File: src/common/osw_pkg.sv
// Shared constants and types for the octal switch serial control block
package osw_pkg;
  localparam int NCH = 8;
  localparam int FRAME_BITS = 16;
  localparam int CLK_MHZ = 250;
  // Fault filter and overload switch-off delay, in microseconds
  localparam int FAULT_FILTER_US = 200;
  localparam int OL_DELAY_US = 100;
  localparam int FAULT_FILTER_CYC = FAULT_FILTER_US * CLK_MHZ;
  localparam int OL_DELAY_CYC = OL_DELAY_US * CLK_MHZ;

  // Register addresses
  localparam logic [2:0] ADDR_MAP = 3'h1;
  localparam logic [2:0] ADDR_BOL = 3'h2;
  localparam logic [2:0] ADDR_OVL = 3'h3;
  localparam logic [2:0] ADDR_OVT = 3'h4;
  localparam logic [2:0] ADDR_SLE = 3'h5;
  localparam logic [2:0] ADDR_STA = 3'h6;
  localparam logic [2:0] ADDR_CTL = 3'h7;

  // Values after reset, and the prefix of a read answer
  localparam logic [7:0] MAP_RST = 8'h08;
  localparam logic [7:0] CFG_RST = 8'h00;
  localparam logic [4:0] READ_PREFIX = 5'h08;

  // Two-bit diagnosis codes per channel (H = 1)
  localparam logic [1:0] DG_OK = 2'h3;
  localparam logic [1:0] DG_OVER = 2'h2;
  localparam logic [1:0] DG_OPEN = 2'h1;
  localparam logic [1:0] DG_SHORT = 2'h0;

  typedef enum logic [1:0] {
    CMD_DIAG = 2'b00,
    CMD_READ = 2'b01,
    CMD_RESET = 2'b10,
    CMD_WRITE = 2'b11
  } osw_cmd_t;

  typedef struct packed {
    osw_cmd_t cmd;
    logic [2:0] spare;
    logic [2:0] addr;
    logic [7:0] data;
  } osw_frame_t;

  // Per-channel sensor flags from the analog stages
  typedef struct packed {
    logic [NCH-1:0] over_temp;
    logic [NCH-1:0] cur_limit;
    logic [NCH-1:0] open_load;
    logic [NCH-1:0] short_gnd;
  } osw_sense_t;
endpackage

File: src/rtl/osw_spi_shift.sv
// Serial shift register, edge detection and frame bit counter
`timescale 1ns/1ps
`default_nettype none
module osw_spi_shift import osw_pkg::*; (
  // Clock and reset
  input wire logic core_clk,
  input wire logic srst,
  // Synchronised link pins
  input wire logic cs_n,
  input wire logic sclk,
  input wire logic si,
  // Control
  input wire logic sleep,
  input wire logic [FRAME_BITS-1:0] load_word,
  // Frame results
  output logic cs_fall,
  output logic frame_end,
  output logic frame_ok,
  output osw_frame_t frame,
  // Serial output pin
  output logic so,
  output logic so_oe
);
  logic cs_q;
  logic sclk_q;
  logic [FRAME_BITS-1:0] shift;
  logic [2:0] bit_cnt;
  logic any_clk;
  logic cs_fall_w;
  logic cs_rise_w;
  logic sclk_fall_w;
  logic sclk_rise_w;

  assign cs_fall_w = cs_q & ~cs_n;
  assign cs_rise_w = ~cs_q & cs_n;
  // Clock edges count only while selected
  assign sclk_fall_w = sclk_q & ~sclk & ~cs_n & ~cs_q;
  assign sclk_rise_w = ~sclk_q & sclk & ~cs_n & ~cs_q;

  always_ff @(posedge core_clk) begin
    if (srst) begin
      cs_q <= 1'b1;
      sclk_q <= 1'b0;
    end else begin
      cs_q <= cs_n;
      sclk_q <= sclk;
    end
  end

  always_ff @(posedge core_clk) begin
    if (srst || sleep) begin
      shift <= '0;
    end else if (cs_fall_w) begin
      shift <= load_word;
    end else if (sclk_fall_w) begin
      shift <= {shift[FRAME_BITS-2:0], si};
    end
  end

  always_ff @(posedge core_clk) begin
    if (srst || cs_fall_w) begin
      bit_cnt <= 3'h0;
      any_clk <= 1'b0;
    end else if (sclk_fall_w) begin
      bit_cnt <= bit_cnt + 3'h1;
      any_clk <= 1'b1;
    end
  end

  always_ff @(posedge core_clk) begin
    if (srst || cs_n) begin
      so <= 1'b0;
      so_oe <= 1'b0;
    end else if (cs_fall_w) begin
      so <= sleep ? 1'b0 : load_word[FRAME_BITS-1];
      so_oe <= 1'b1;
    end else if (sclk_rise_w) begin
      so <= shift[FRAME_BITS-1];
    end
  end

  always_ff @(posedge core_clk) begin
    if (srst) begin
      cs_fall <= 1'b0;
      frame_end <= 1'b0;
      frame_ok <= 1'b0;
      frame <= '0;
    end else begin
      cs_fall <= cs_fall_w;
      frame_end <= cs_rise_w;
      frame_ok <= any_clk && bit_cnt == 3'h0 && !sleep;
      frame <= shift;
    end
  end
endmodule
`default_nettype wire

File: src/rtl/osw_switch_ctrl.sv
// Octal low-side switch: serial control, channel logic, protection and diagnosis
`timescale 1ns/1ps
`default_nettype none
module osw_switch_ctrl import osw_pkg::*; #(
  parameter int FILT_CYC = FAULT_FILTER_CYC,
  parameter int OL_CYC = OL_DELAY_CYC
) (
  // Clock and reset
  input wire logic core_clk,
  input wire logic srst,
  // Serial link pins
  input wire logic cs_n,
  input wire logic sclk,
  input wire logic si,
  output logic so,
  output logic so_oe,
  // Mode and parallel control pins
  input wire logic rst_pin_n,
  input wire logic polarity_select_pin,
  input wire logic [2:0] fixed_parallel_inputs,
  input wire logic mappable_parallel_input,
  // Analog sensor flags
  input wire osw_sense_t sense,
  // Channel drive
  output logic [NCH-1:0] chan_on,
  output logic [NCH-1:0] slew_slow,
  // Open-drain fault pin
  output logic fault_out,
  output logic fault_oe
);
  localparam int CNT_MAX = (FILT_CYC > OL_CYC) ? FILT_CYC : OL_CYC;
  localparam int CW = $clog2(CNT_MAX + 1);
  localparam int SYNC_W = 3 + 1 + 1 + 3 + 1 + $bits(osw_sense_t);

  // Every pin input crosses into core_clk through two flops
  logic [SYNC_W-1:0] sync1;
  logic [SYNC_W-1:0] sync2;
  logic s_cs_n;
  logic s_sclk;
  logic s_si;
  logic s_rst_n;
  logic s_pol;
  logic [2:0] s_fixed;
  logic s_map_in;
  osw_sense_t s_sense;

  always_ff @(posedge core_clk) begin
    sync1 <= {cs_n, sclk, si, rst_pin_n, polarity_select_pin, fixed_parallel_inputs,
              mappable_parallel_input, sense};
    sync2 <= sync1;
  end

  assign {s_cs_n, s_sclk, s_si, s_rst_n, s_pol, s_fixed, s_map_in, s_sense} = sync2;

  logic sleep;
  assign sleep = ~s_rst_n;

  // Configuration registers
  logic [NCH-1:0] map;
  logic [NCH-1:0] bol;
  logic [NCH-1:0] ovl;
  logic [NCH-1:0] ovt;
  logic [NCH-1:0] sle;
  logic [NCH-1:0] ctl;

  // Serial interface
  logic cs_fall;
  logic frame_end;
  logic frame_ok;
  osw_frame_t frame;
  logic [FRAME_BITS-1:0] load_word;
  logic [FRAME_BITS-1:0] diag_word;
  logic rd_pend;
  logic [FRAME_BITS-1:0] rd_word;
  logic accept;
  logic do_write;
  logic do_reset;
  logic diag_clr;

  function automatic logic cmd_valid(input osw_frame_t f);
    logic ok;
    ok = 1'b1;
    unique case (f.cmd)
      CMD_DIAG: ok = 1'b1;
      CMD_RESET: ok = 1'b1;
      CMD_READ: ok = f.addr != 3'h0;
      CMD_WRITE: ok = f.addr != 3'h0 && f.addr != ADDR_STA;
    endcase
    return ok;
  endfunction

  function automatic logic [NCH-1:0] reg_value(input logic [2:0] addr,
      input logic [7*NCH-1:0] regs);
    logic [NCH-1:0] v;
    v = '0;
    if (addr != 3'h0) begin
      v = regs[8*(7-addr) +: 8];
    end
    return v;
  endfunction

  osw_spi_shift u_shift (
    .core_clk (core_clk),
    .srst (srst),
    .cs_n (s_cs_n),
    .sclk (s_sclk),
    .si (s_si),
    .sleep (sleep),
    .load_word (load_word),
    .cs_fall (cs_fall),
    .frame_end (frame_end),
    .frame_ok (frame_ok),
    .frame (frame),
    .so (so),
    .so_oe (so_oe)
  );

  // Bad bit count or bad command leaves everything as it was
  assign accept = frame_end && frame_ok && cmd_valid(frame);
  assign do_write = accept && frame.cmd == CMD_WRITE;
  assign do_reset = accept && frame.cmd == CMD_RESET;
  assign diag_clr = accept;

  assign load_word = rd_pend ? rd_word : diag_word;

  // Read answer goes out in the following frame
  always_ff @(posedge core_clk) begin
    if (srst || sleep) begin
      rd_pend <= 1'b0;
      rd_word <= '0;
    end else if (accept && frame.cmd == CMD_READ) begin
      rd_pend <= 1'b1;
      rd_word <= {READ_PREFIX, frame.addr,
                  reg_value(frame.addr, {map, bol, ovl, ovt, sle, chan_on, ctl})};
    end else if (cs_fall) begin
      rd_pend <= 1'b0;
    end
  end

  always_ff @(posedge core_clk) begin
    if (srst || sleep || do_reset) begin
      map <= MAP_RST;
      bol <= CFG_RST;
      ovl <= CFG_RST;
      ovt <= CFG_RST;
      sle <= CFG_RST;
      ctl <= CFG_RST;
    end else if (do_write) begin
      unique case (frame.addr)
        ADDR_MAP: map <= frame.data;
        ADDR_BOL: bol <= frame.data;
        ADDR_OVL: ovl <= frame.data;
        ADDR_OVT: ovt <= frame.data;
        ADDR_SLE: sle <= frame.data;
        ADDR_CTL: ctl <= frame.data;
        default: ;
      endcase
    end
  end

  // Parallel sources and per-channel combination
  logic map_act;
  logic [2:0] fixed_act;
  logic [NCH-1:0] par;
  logic [NCH-1:0] eff;
  logic [NCH-1:0] eff_q;
  logic [NCH-1:0] eff_rise;

  assign map_act = s_map_in ~^ s_pol;
  assign fixed_act = s_fixed ~^ {3{s_pol}};
  // Mapped channels take the mappable input in place of their own pin
  assign par = (map & {NCH{map_act}}) | (~map & {5'h00, fixed_act});
  assign eff = (bol & par & ctl) | (~bol & (par | ctl));
  assign eff_rise = eff & ~eff_q;

  always_ff @(posedge core_clk) begin
    if (srst) begin
      eff_q <= '0;
    end else begin
      eff_q <= eff;
    end
  end

  // Protection latches and fault timers
  logic [NCH-1:0] ot_off;
  logic [NCH-1:0] ol_off;
  logic [CW-1:0] lim_cnt [NCH];
  logic [CW-1:0] flt_cnt [NCH];
  logic [NCH-1:0] ol_trip;
  logic [NCH-1:0] flt_hit;
  logic [NCH-1:0] ot_trip;
  logic [NCH-1:0] flt_cond;
  logic [NCH-1:0] next_on;

  always_comb begin
    for (int i = 0; i < NCH; i++) begin
      ot_trip[i] = chan_on[i] && s_sense.over_temp[i];
      ol_trip[i] = ovl[i] && chan_on[i] && s_sense.cur_limit[i] &&
                   lim_cnt[i] == CW'(OL_CYC - 1);
      flt_cond[i] = chan_on[i] ? s_sense.cur_limit[i]
                               : (s_sense.open_load[i] | s_sense.short_gnd[i]);
      flt_hit[i] = flt_cond[i] && flt_cnt[i] == CW'(FILT_CYC - 1);
    end
  end

  always_ff @(posedge core_clk) begin
    for (int i = 0; i < NCH; i++) begin
      if (srst || sleep || do_reset) begin
        ot_off[i] <= 1'b0;
      end else if (ot_trip[i]) begin
        ot_off[i] <= 1'b1;
      end else if (ot_off[i]) begin
        if (ovt[i]) begin
          ot_off[i] <= ~eff_rise[i];
        end else begin
          // Cooled with input still on restarts; a dropped input also unlocks
          ot_off[i] <= s_sense.over_temp[i] & eff[i];
        end
      end
    end
  end

  always_ff @(posedge core_clk) begin
    for (int i = 0; i < NCH; i++) begin
      if (srst || sleep || do_reset) begin
        ol_off[i] <= 1'b0;
      end else if (ol_trip[i]) begin
        ol_off[i] <= 1'b1;
      end else if (eff_rise[i]) begin
        ol_off[i] <= 1'b0;
      end
    end
  end

  always_ff @(posedge core_clk) begin
    for (int i = 0; i < NCH; i++) begin
      if (srst || !(chan_on[i] && s_sense.cur_limit[i])) begin
        lim_cnt[i] <= '0;
      end else if (lim_cnt[i] != CW'(OL_CYC - 1)) begin
        lim_cnt[i] <= lim_cnt[i] + CW'(1);
      end
    end
  end

  // Filter restarts whenever a valid frame clears diagnosis
  always_ff @(posedge core_clk) begin
    for (int i = 0; i < NCH; i++) begin
      if (srst || sleep || diag_clr || !flt_cond[i]) begin
        flt_cnt[i] <= '0;
      end else if (flt_cnt[i] != CW'(FILT_CYC - 1)) begin
        flt_cnt[i] <= flt_cnt[i] + CW'(1);
      end
    end
  end

  // Diagnosis register, newest error wins
  logic [1:0] diag [NCH];
  logic [1:0] diag_code [NCH];
  logic [NCH-1:0] diag_set;

  always_comb begin
    for (int i = 0; i < NCH; i++) begin
      diag_set[i] = ot_trip[i] | ol_trip[i] | flt_hit[i];
      if (ot_trip[i] || ol_trip[i] || (flt_hit[i] && chan_on[i])) begin
        diag_code[i] = DG_OVER;
      end else if (s_sense.short_gnd[i]) begin
        diag_code[i] = DG_SHORT;
      end else begin
        diag_code[i] = DG_OPEN;
      end
    end
  end

  always_ff @(posedge core_clk) begin
    for (int i = 0; i < NCH; i++) begin
      if (srst || sleep) begin
        diag[i] <= DG_OK;
      end else if (diag_set[i]) begin
        diag[i] <= diag_code[i];
      end else if (diag_clr) begin
        diag[i] <= DG_OK;
      end
    end
  end

  always_comb begin
    for (int i = 0; i < NCH; i++) begin
      diag_word[2*i +: 2] = diag[i];
    end
  end

  // Outputs
  assign next_on = eff & ~ot_off & ~ol_off & ~{NCH{sleep}};

  always_ff @(posedge core_clk) begin
    if (srst) begin
      chan_on <= '0;
      slew_slow <= '0;
    end else begin
      chan_on <= next_on;
      slew_slow <= sle;
    end
  end

  always_ff @(posedge core_clk) begin
    if (srst) begin
      fault_out <= 1'b0;
      fault_oe <= 1'b0;
    end else begin
      // Open drain: the pin is only ever pulled low
      fault_out <= 1'b0;
      fault_oe <= diag_word != {FRAME_BITS{1'b1}};
    end
  end
endmodule
`default_nettype wire

File: config.mk
export PLATFORM = sky130hd
export DESIGN_NAME = osw_switch_ctrl
export DESIGN_NICKNAME = d
export VERILOG_FILES = /design/src/common/osw_pkg.sv /design/src/rtl/osw_spi_shift.sv /design/src/rtl/osw_switch_ctrl.sv
export SDC_FILE = /design/constraint.sdc
export NUM_CORES = 1
export LEC_CHECK = 0
export ABC_AREA = 1
export BUFFER_PORTS_ARGS = -buffer_cell sky130_fd_sc_hd__buf_4
export CAP_MARGIN = 20
export CORE_ASPECT_RATIO = 0.5
export CORE_UTILIZATION = 55
export CTS_CLUSTER_SIZE = 12
export DETAILED_ROUTE_END_ITERATION = 7
export GPL_ROUTABILITY_DRIVEN = 0
export PLACE_DENSITY = 0.72
export SYNTH_ARGS = -nofsm -noshare
export SYNTH_HDL_FRONTEND = slang
export SYNTH_SLANG_ARGS = --single-unit
export TNS_END_PERCENT = 30
File: constraint.sdc
create_clock -name core_clk -period 5.4 [get_ports core_clk]
set_clock_uncertainty 0.05 [all_clocks]
set_input_delay 1.08 -clock core_clk [delete_from_list [all_inputs] [get_ports core_clk]]
set_output_delay 1.08 -clock core_clk [all_outputs]
set_load 0.01 [all_outputs]
==> qor.csv, run 1 <==
metric,value,unit
WP data required,5.43,ns
"FF+latch count, synth",496,
post-synthesis mux area share,0,%
# diodes,0,
Tightest Pin Transition,1.026,ns
fin cells,3483,
first-pass GRT wire length,86730,um
sequential fraction of the synthesis area,54.06,%
Yosys top cell by area,edfxtp_1,
Setup Buffers After CTS,0,
Sink Count,496,
CTS Root Cell,clkbuf_16,
most numerous cell in the Yosys netlist,nand2_1,
post-synthesis adder-cell area fraction,0.9623,%
Max-cap violations,0,
Worst-path clk slew,0.06,ns
Post-CTS Resized,0,
Post-synth EDFFs,272,
fin nets,2944,
die height,147.9,um
vias per cell,5.434,
post-synthesis xor/xnor area fraction,2.245,%
clock buffer depth,3,
drt total wl,52200,um
antenna violations before repair,0,
cells on worst reg2reg path,7,
DRT Pass-1 Iters,6,
row cnt,52,
clock latency on the worst-skew pair,0.56,ns
GRT Util Overall,24.45,%
initial core utilization,56.83,%
Synth Cell Area,23400,um2
Power Total,7314,uW
Worst setup SP type,primary input,
CP Class,primary input to flip-flop,
Die W,293.7,um
Post-Syn Area per Cell,8.314,um2
Tmin final,2.903,ns
vias,18930,
port bufs,61,
fmax,344.5,MHz
ys flop type,edfxtp_1,
Hold Fails Final Rpt,0,
Compound-Gate Fraction of Synth Area,7.858,%
Gate Count Post-Synth,2815,
setup TNS,0,ns
crit path capture type,flip-flop,
top cell type's share of synthesized area,34.90,%
peak supply drop,0.2357,mV
Hold Path Depth,0,
leakage power,0.009377,uW
Post-Synth Simple-Gate Area,27.63,%
"top cells by count, synth","nand2_1 (503), nor2_1 (470), inv_1 (384), edfxtp_1 (272), dfxtp_1 (224)",
Initial DRC Count,1767,
Yosys warning count,0,
asr flop ratio synth,0,%
H-tree depth,2,
WP data arrival,2.93,ns
Placed Cells incl. Taps,3400,
TritonCTS Buffers,48,
Setup-failing EPs final,0,
largest family of logic cells by synthesized area,simple AND/OR/NAND/NOR gates,
GR Overflow Total,0,
# DRC,0,
DIE AREA,43430,um2
largest cells by area after synthesis,"edfxtp_1 (35%), dfxtp_1 (19%), nand2_1 (8.1%)",
Min-Delay Path Class,flip-flop to flip-flop,
Final Max Tran Viols,0,
antenna-violating nets left,0,
CTS Hold Bufs,0,
syn_nets,2876,
crit share post-route,53.76,%
share of cells above drive strength 1,5.350,%
hpwl dp,36880,um
top-level port count,63,
cell area power density,283.9,nW/um2
unrepaired setup endpoints after global routing,no,
wire per inst,14.99,um
Core Area,41180,um2
CTS tree,yes,
CP max FO,22,
largest net degree at the start of global routing,49,
Area growth syn-to-layout,10.06,%
vias in the first global route,17490,
Max-slew headroom,31.41,%
Synth cell types,45,
outcome,completed,
[path summary, 6_finish.rpt]
check	from	end	slack, ns
hold / removal	sync1[10]	sync2[10]	0.27
setup reg to reg	u_shift.frame[9]	flt_cnt[0][17]	2.57
hold reg to reg	sync1[10]	sync2[10]	0.27
setup / recovery	srst	flt_cnt[0][17]	2.50
[report_power, final]
part,internal [uW],switching (uW)
sequential,4000,30.9
clock,1730,1380
combinational,56.6,117
total,5780,1530
[cell type report]
class	instances	area, um2
fillers	3524	15420
flip-flops and latches	496	12650
multi-input cells	1883	9060
inverters	391	1470
clock buffers	81	1384
well taps	567	709.4
repair buffers	63	473.0
clock inverters	2	11.26
[metrics by stage]
stage / hold slack (ns) / worst slack [ns] / util [%] / cell area (um2)
2_1_floorplan: 0.2596 / 2.560 / - / 23400
3_3_place_gp: 0.2608 / 1.991 / 59.16 / 24360
3_5_place_dp: 0.2621 / 1.965 / 59.16 / 24360
4_1_cts: 0.2756 / 2.532 / 62.55 / 25760
5_1_grt: 0.2808 / 2.332 / 62.55 / 25760
6_report: 0.2730 / 2.497 / 62.55 / 25760
[placed cells by master (no fill, tap or decap), types with 8 or more instances in the layout]
cell,netlist,routed
nand2_1,503,503
nor2_1,470,470
inv_1,384,384
edfxtp_1,272,272
dfxtp_1,224,224
nand3_1,182,182
o21ai_0,143,143
nor3_1,143,143
a21oi_1,136,136
nand4_1,93,93
buf_4,2,63
clkbuf_16,0,49
xor2_1,48,48
nor3b_1,28,28
clkbuf_1,25,27
ha_1,18,18
nor4_1,13,13
o22ai_1,13,13
a221oi_1,13,13
xnor2_1,12,12
o211ai_1,10,10
a31oi_1,8,8
[critical path: stages]
cell     delay [ns]
buf_4          0.13
nor2_4         0.49
nand2_2        0.18
inv_4          0.33
nand3_1        0.67
[layer usage]
layer  wire, um  GRT usage (%)  up-vias
met3       3361          4.465       96
li1           -              -     9531
met2      23020          38.22      527
met1      24520          34.84     8773
met4       1296          7.057        0
met5          0              0        -
[cells by family after synthesis]
family	after synthesis
simple gates	1467
flops	496
buf+inv	436
compound gates	337
xor+xnor	60
fa+ha+maj	18
other cells	1
[sequential cells by signal, summed over array words and instances, names as in the netlist, 12 cells and up]
signal and flops:
lim_cnt 128, rd_word 12, sync2 41, u_shift.shift 16, diag 16, u_shift.frame 13, sync1 41, flt_cnt 128
No activity file was read; power rests on OpenSTA's default activity.
==> run 2: changes to the inputs <==
--- a/config.mk
+++ b/config.mk
@@ -13,7 +13,7 @@
 export CTS_CLUSTER_SIZE = 12
 export DETAILED_ROUTE_END_ITERATION = 7
 export GPL_ROUTABILITY_DRIVEN = 0
-export PLACE_DENSITY = 0.72
+export PLACE_DENSITY = 0.74
 export SYNTH_ARGS = -nofsm -noshare
 export SYNTH_HDL_FRONTEND = slang
 export SYNTH_SLANG_ARGS = --single-unit
==> constraint.sdc (replaced) <==
create_clock -name core_clk -period 2.4 [get_ports core_clk]
set_clock_uncertainty 0.05 [all_clocks]
set_input_delay 0.48 -clock core_clk [delete_from_list [all_inputs] [get_ports core_clk]]
set_output_delay 0.48 -clock core_clk [all_outputs]
set_load 0.01 [all_outputs]
==> run 2 against run 1 <==
  * Via count is 1.9% higher
  * Sequential share of layout area is 1.4 points lower
  * Clock power is 130% higher
  * First-iteration DRC count is 5.7% higher
  * Design area is 2.9% higher
  * Register-to-register slack worse by 2.3 ns
  * Non-clock buffer count is 80 higher
  * Combinational power grew to 2.7 times the previous value
  * Total power is 130% higher
==> qor.csv, run 2 (same netlist as run 1, synthesis figures left out) <==
metric,value,unit
GR Overflow Total,0,
unrepaired setup endpoints after global routing,no,
Die W,293.7,um
first-pass GRT wire length,88050,um
Crit path top cell by count,nand3_2,
fmax,466.8,MHz
Post-CTS Resized,0,
GRT Util Overall,24.86,%
routed wl met2,23880,um
P_int,13050,uW
CTS Root Cell,clkbuf_16,
WP data required,2.75,ns
Core Area,41180,um2
CTS Hold Bufs,41,
CTS tree,yes,
leakage power,0.009739,uW
Switching Power,3538,uW
Setup Buffers After CTS,0,
Max-cap violations,0,
antenna violations before repair,0,
vias in the first global route,17830,
vias per cell,5.405,
Worst-path clk slew,0.06,ns
wire per inst,15.04,um
clock buffer depth,3,
M1 WL,25320,um
Seq pwr share,54.6,%
die height,147.9,um
vias,19280,
clock power share,42.6,%
Hold Fails Final Rpt,0,
met3 wire len,3334,um
sw frac,21.33,%
DRT Pass-1 Iters,6,
share of cells above drive strength 1,6.533,%
registers with the most flip-flops,"flt_cnt (128), lim_cnt (128)",
Sink Count,496,
Hold Slack,0.2279,ns
CP peak stage delay,0.43,ns
"most common cell after layout, fill and taps aside",nand2_1,
WP data arrival,2.49,ns
dominant delay contributor by cell family on the critical path,simple AND/OR/NAND/NOR gates,
hpwl dp,37770,um
Logic pwr share,2.9,%
Final Max Tran Viols,0,
setup TNS,0,ns
Area growth syn-to-layout,13.22,%
Worst setup SP type,flip-flop,
Tightest Pin Transition,0.6810,ns
Worst path slowest cell,dfxtp_1,
CP max FO,22,
crit path cell chain,inv_2 -> nor2_4 -> nand3_2 -> nand3_2 -> nand2_2 -> inv_4 -> nand3_2 -> nor3b_1,
Max-slew headroom,54.12,%
DIE AREA,43430,um2
WP buf/inv,2,
Min-Delay Path Class,primary input to flip-flop,
Setup-failing EPs final,0,
fin nets,3024,
clock latency on the worst-skew pair,0.57,ns
largest net degree at the start of global routing,25,
crit path capture type,flip-flop,
crit share post-route,89.26,%
cell area power density,626.1,nW/um2
initial core utilization,56.83,%
outcome,completed,
row cnt,52,
most frequent cells in the layout,"nand2_1 (503), nor2_1 (470), inv_1 (384), edfxtp_1 (272), dfxtp_1 (224)",
peak supply drop,0.5181,mV
highest metal used,met4,
port bufs,61,
# diodes,0,
top-level port count,63,
Initial DRC Count,1867,
H-tree depth,2,
antenna-violating nets left,0,
# DRC,0,
TritonCTS Buffers,48,
drt total wl,53660,um
Tmin final,2.142,ns
CP Class,flip-flop to flip-flop,
[run 2: path summary, 6_finish.rpt]
| kind | from | endpoint | slack [ns] | cells past startpoint |
|---|---|---|---|---|
| worst max-delay path | u_shift.frame[9] | flt_cnt[1][51] | 0.26 | 8 |
| worst min-delay path | srst | eff_q[7] | 0.23 | 2 |
| worst min register to register | sync1[8] | sync2[8] | 0.27 | 0 |
| worst max register to register | u_shift.frame[9] | flt_cnt[1][51] | 0.26 | 8 |
[run 2: routing by layer]
layer / global-route usage, % / vias to the layer above
li1: - / 9698
met1: 36.01 / 8959
met2: 39.33 / 542
met3: 3.398 / 82
met4: 6.563 / 0
met5: 0 / -
[run 2: power by group through the flow]
stage	Sequential, uW	Clock [uW]	Combinational, uW
after global placement	9240	0	406
after global routing	9060	7510	522
final	9060	7060	475
after detailed placement	9240	0	413
after CTS	9060	7170	469
after floorplan	9220	0	257
[run 2: final cells by class]
cell class | count | area, um2
clock buffers | 82 | 1371
well taps | 567 | 709.4
flip-flops and latches | 496 | 12650
inverters | 391 | 1470
clock inverters | 5 | 35.03
multi-input cells | 1883 | 9060
fillers | 3458 | 14690
repair buffers | 143 | 1201
[run 2: per-stage QoR]
step	worst slack [ns]	total power (uW)	std cells	utilization, %	cell area [um2]
floorplan	0.1601	9473	2815	-	23400
global placement	0.2844	9642	3439	59.93	24680
detailed placement	0.2302	9653	3439	59.93	24680
CTS	0.2782	16690	3567	64.34	26500
global route	0.06768	17100	3567	64.34	26500
finish	0.2578	16590	3567	64.34	26500
==> run 3: changes to the inputs <==
--- a/config.mk
+++ b/config.mk
@@ -5,15 +5,16 @@
 export SDC_FILE = /design/constraint.sdc
 export NUM_CORES = 1
 export LEC_CHECK = 0
-export ABC_AREA = 1
 export BUFFER_PORTS_ARGS = -buffer_cell sky130_fd_sc_hd__buf_4
 export CAP_MARGIN = 20
+export CELL_PAD_IN_SITES_DETAIL_PLACEMENT = 0
+export CELL_PAD_IN_SITES_GLOBAL_PLACEMENT = 1
 export CORE_ASPECT_RATIO = 0.5
-export CORE_UTILIZATION = 55
+export CORE_UTILIZATION = 45
 export CTS_CLUSTER_SIZE = 12
 export DETAILED_ROUTE_END_ITERATION = 7
 export GPL_ROUTABILITY_DRIVEN = 0
-export PLACE_DENSITY = 0.74
+export PLACE_DENSITY_LB_ADDON = 0.1
 export SYNTH_ARGS = -nofsm -noshare
 export SYNTH_HDL_FRONTEND = slang
 export SYNTH_SLANG_ARGS = --single-unit
==> run 3 against run 2 <==
  * Synthesized cell count shrank 23%
  * Sequential share of layout area decreased by 0.59 points
  * Maximum frequency is 8.1% lower
  * Combinational power increased by 4%
  * Register-to-register slack got worse by 0.19 ns
  * Sequential cell count unchanged
  * Wire length shrank 5.3%
  * Clock power rose by 4.0%
  * Count of clock-buffer cells in the layout is 3 higher
  * Critical path type unchanged
==> qor.csv, run 3 <==
metric,value,unit
outcome,completed,
antenna-violating nets left,0,
"FF+latch count, synth",496,
"most common cell after layout, fill and taps aside",nor2_1,
CTS tree,yes,
Max-cap violations,0,
initial core utilization,45.62,%
Setup-failing EPs final,0,
Tmin final,2.332,ns
CP Class,flip-flop to flip-flop,
fin nets,2394,
GRT Util Overall,19.59,%
TritonCTS Buffers,49,
row cnt,58,
largest cells by area after synthesis,"edfxtp_1 (36%), dfxtp_1 (20%), nor2_1 (4.8%)",
WP data arrival,2.57,ns
Area growth syn-to-layout,16.95,%
Seq. cell area,12650,um2
Synth cell types,67,
"top cells by count, synth","nor2_1 (296), edfxtp_1 (272), dfxtp_1 (224), nand2_1 (124), xnor2_1 (110)",
Max-slew headroom,59.69,%
CTS Root Cell,clkbuf_16,
vias,16380,
placed inst area,24910,um2
Gate Count Post-Synth,2165,
vias per cell,5.350,
WP data required,2.64,ns
fin worst setup slack,0.06841,ns
# DRC,0,
registers with the most flip-flops,"flt_cnt (128), lim_cnt (128)",
Final Max Tran Viols,0,
top-level port count,63,
fin cells,3062,
DIE AREA,51940,um2
leakage power,0.009375,uW
die height,161.7,um
clock buffer depth,3,
fillcell total,4546,
H-tree depth,2,
Yosys warning count,0,
Tightest Pin Transition,0.5962,ns
Post-synth EDFFs,272,
asr flop ratio synth,0,%
Hold Path Depth,0,
most frequent cells in the layout,"nor2_1 (296), edfxtp_1 (272), dfxtp_1 (224), buf_4 (139), nand2_1 (124)",
Worst-path clk slew,0.06,ns
port bufs,61,
peak supply drop,0.4462,mV
cells on worst reg2reg path,3,
Worst setup SP type,flip-flop,
GR Overflow Total,0,
vias in the first global route,15650,
first-pass GRT wire length,82870,um
most numerous cell in the Yosys netlist,nor2_1,
syn_nets,2226,
hpwl dp,33810,um
sequential fraction of the synthesis area,55.15,%
Min-Delay Path Class,flip-flop to flip-flop,
Synth Cell Area,22940,um2
Yosys top cell by area,edfxtp_1,
drt total wl,50800,um
cell area power density,630.2,nW/um2
top cell type's share of synthesized area,35.60,%
Die W,321.3,um
Power Total,16910,uW
antenna violations before repair,0,
Post-Syn Area per Cell,10.60,um2
crit share post-route,97.15,%
ys flop type,edfxtp_1,
wire per inst,16.59,um
# diodes,0,
DRT Pass-1 Iters,5,
CP max FO,16,
fmax,428.9,MHz
Initial DRC Count,953,
final instance area,26830,um2
clock latency on the worst-skew pair,0.58,ns
Setup Buffers After CTS,0,
unrepaired setup endpoints after global routing,yes,
share of cells above drive strength 1,11.93,%
Core Area,50290,um2
DP Worst Slack,0.06297,ns
Sink Count,496,
multi-input logic area,9697,um2
crit path capture type,flip-flop,
largest net degree at the start of global routing,59,
Hold Fails Final Rpt,0,
Placed Cells incl. Taps,2931,
-- run 3: logic make-up (layout without fill, tap and decap cells) --
| logic type | Yosys count | count (layout) | synth area share (%) |
|---|---|---|---|
| adder cells (fa/ha/maj) | 18 | 18 | 0.9817 |
| multiplexers | 89 | 89 | 4.363 |
| other | 1 | 1 | 0.01635 |
| AO/OA/AOI/OAI | 234 | 234 | 6.850 |
| AND/OR/NAND/NOR | 992 | 992 | 22.87 |
| XOR/XNOR | 181 | 181 | 6.910 |
| flip-flops | 496 | 496 | 55.15 |
| buffers and inverters | 154 | 361 | 2.863 |
-- run 3: path summary, 6_finish.rpt --
path / start / end / slack [ns]
worst max-delay path: lim_cnt[0][41] / lim_cnt[0][41] / 0.07
worst min-delay path: sync1[32] / sync2[32] / 0.27
worst max register to register: lim_cnt[0][41] / lim_cnt[0][41] / 0.07
worst min register to register: sync1[32] / sync2[32] / 0.27
-- run 3: stage by stage --
stage / TNS, ns / util, % / hold WS [ns]
4_1_cts: 0 / 53.29 / 0.2750
3_5_place_dp: 0 / 49.53 / 0.2621
6_report: 0 / 53.35 / 0.2708
2_1_floorplan: -0.8961 / - / 0.2596
5_1_grt: -0.02026 / 53.35 / 0.2753
3_3_place_gp: 0 / 49.53 / 0.2608
-- run 3: report_power, final --
part | internal, uW | switching [uW]
clock | 4090 | 3250
combinational | 223 | 270
sequential | 8990 | 87.1
-- run 3: layout make-up --
| cell class | instances | share of cell area, % |
|---|---|---|
| clock buffers | 85 | 5.409 |
| multi-input cells | 1515 | 36.14 |
| flip-flops and latches | 496 | 47.16 |
| clock inverters | 5 | 0.1119 |
| well taps | 690 | 3.218 |
| repair buffers | 201 | 6.986 |
| inverters | 70 | 0.9793 |
-- run 3: worst max-delay path: stages, from the launching register on --
cell      delay [ns]
edfxtp_1        0.37
or4_1           0.55
or4_1           0.51
or4_4           0.57
-- run 3: layer usage --
| layer | share of wire, % | up-vias | track usage (%) |
|---|---|---|---|
| met1 | 50 | 7850 | 28.49 |
| met2 | 44 | 182 | 30.72 |
| met3 | 3.4 | 65 | 3.279 |
| met4 | 1.7 | 0 | 4.221 |
| met5 | 0 | - | 0 |
| li1 | - | 8284 | - |
-- run 3: repair_timing --
action	in CTS	in global routing
resized for setup	0	5
hold buffers	41	0
endpoints found under the hold margin	41	0
setup endpoints to repair	0	51
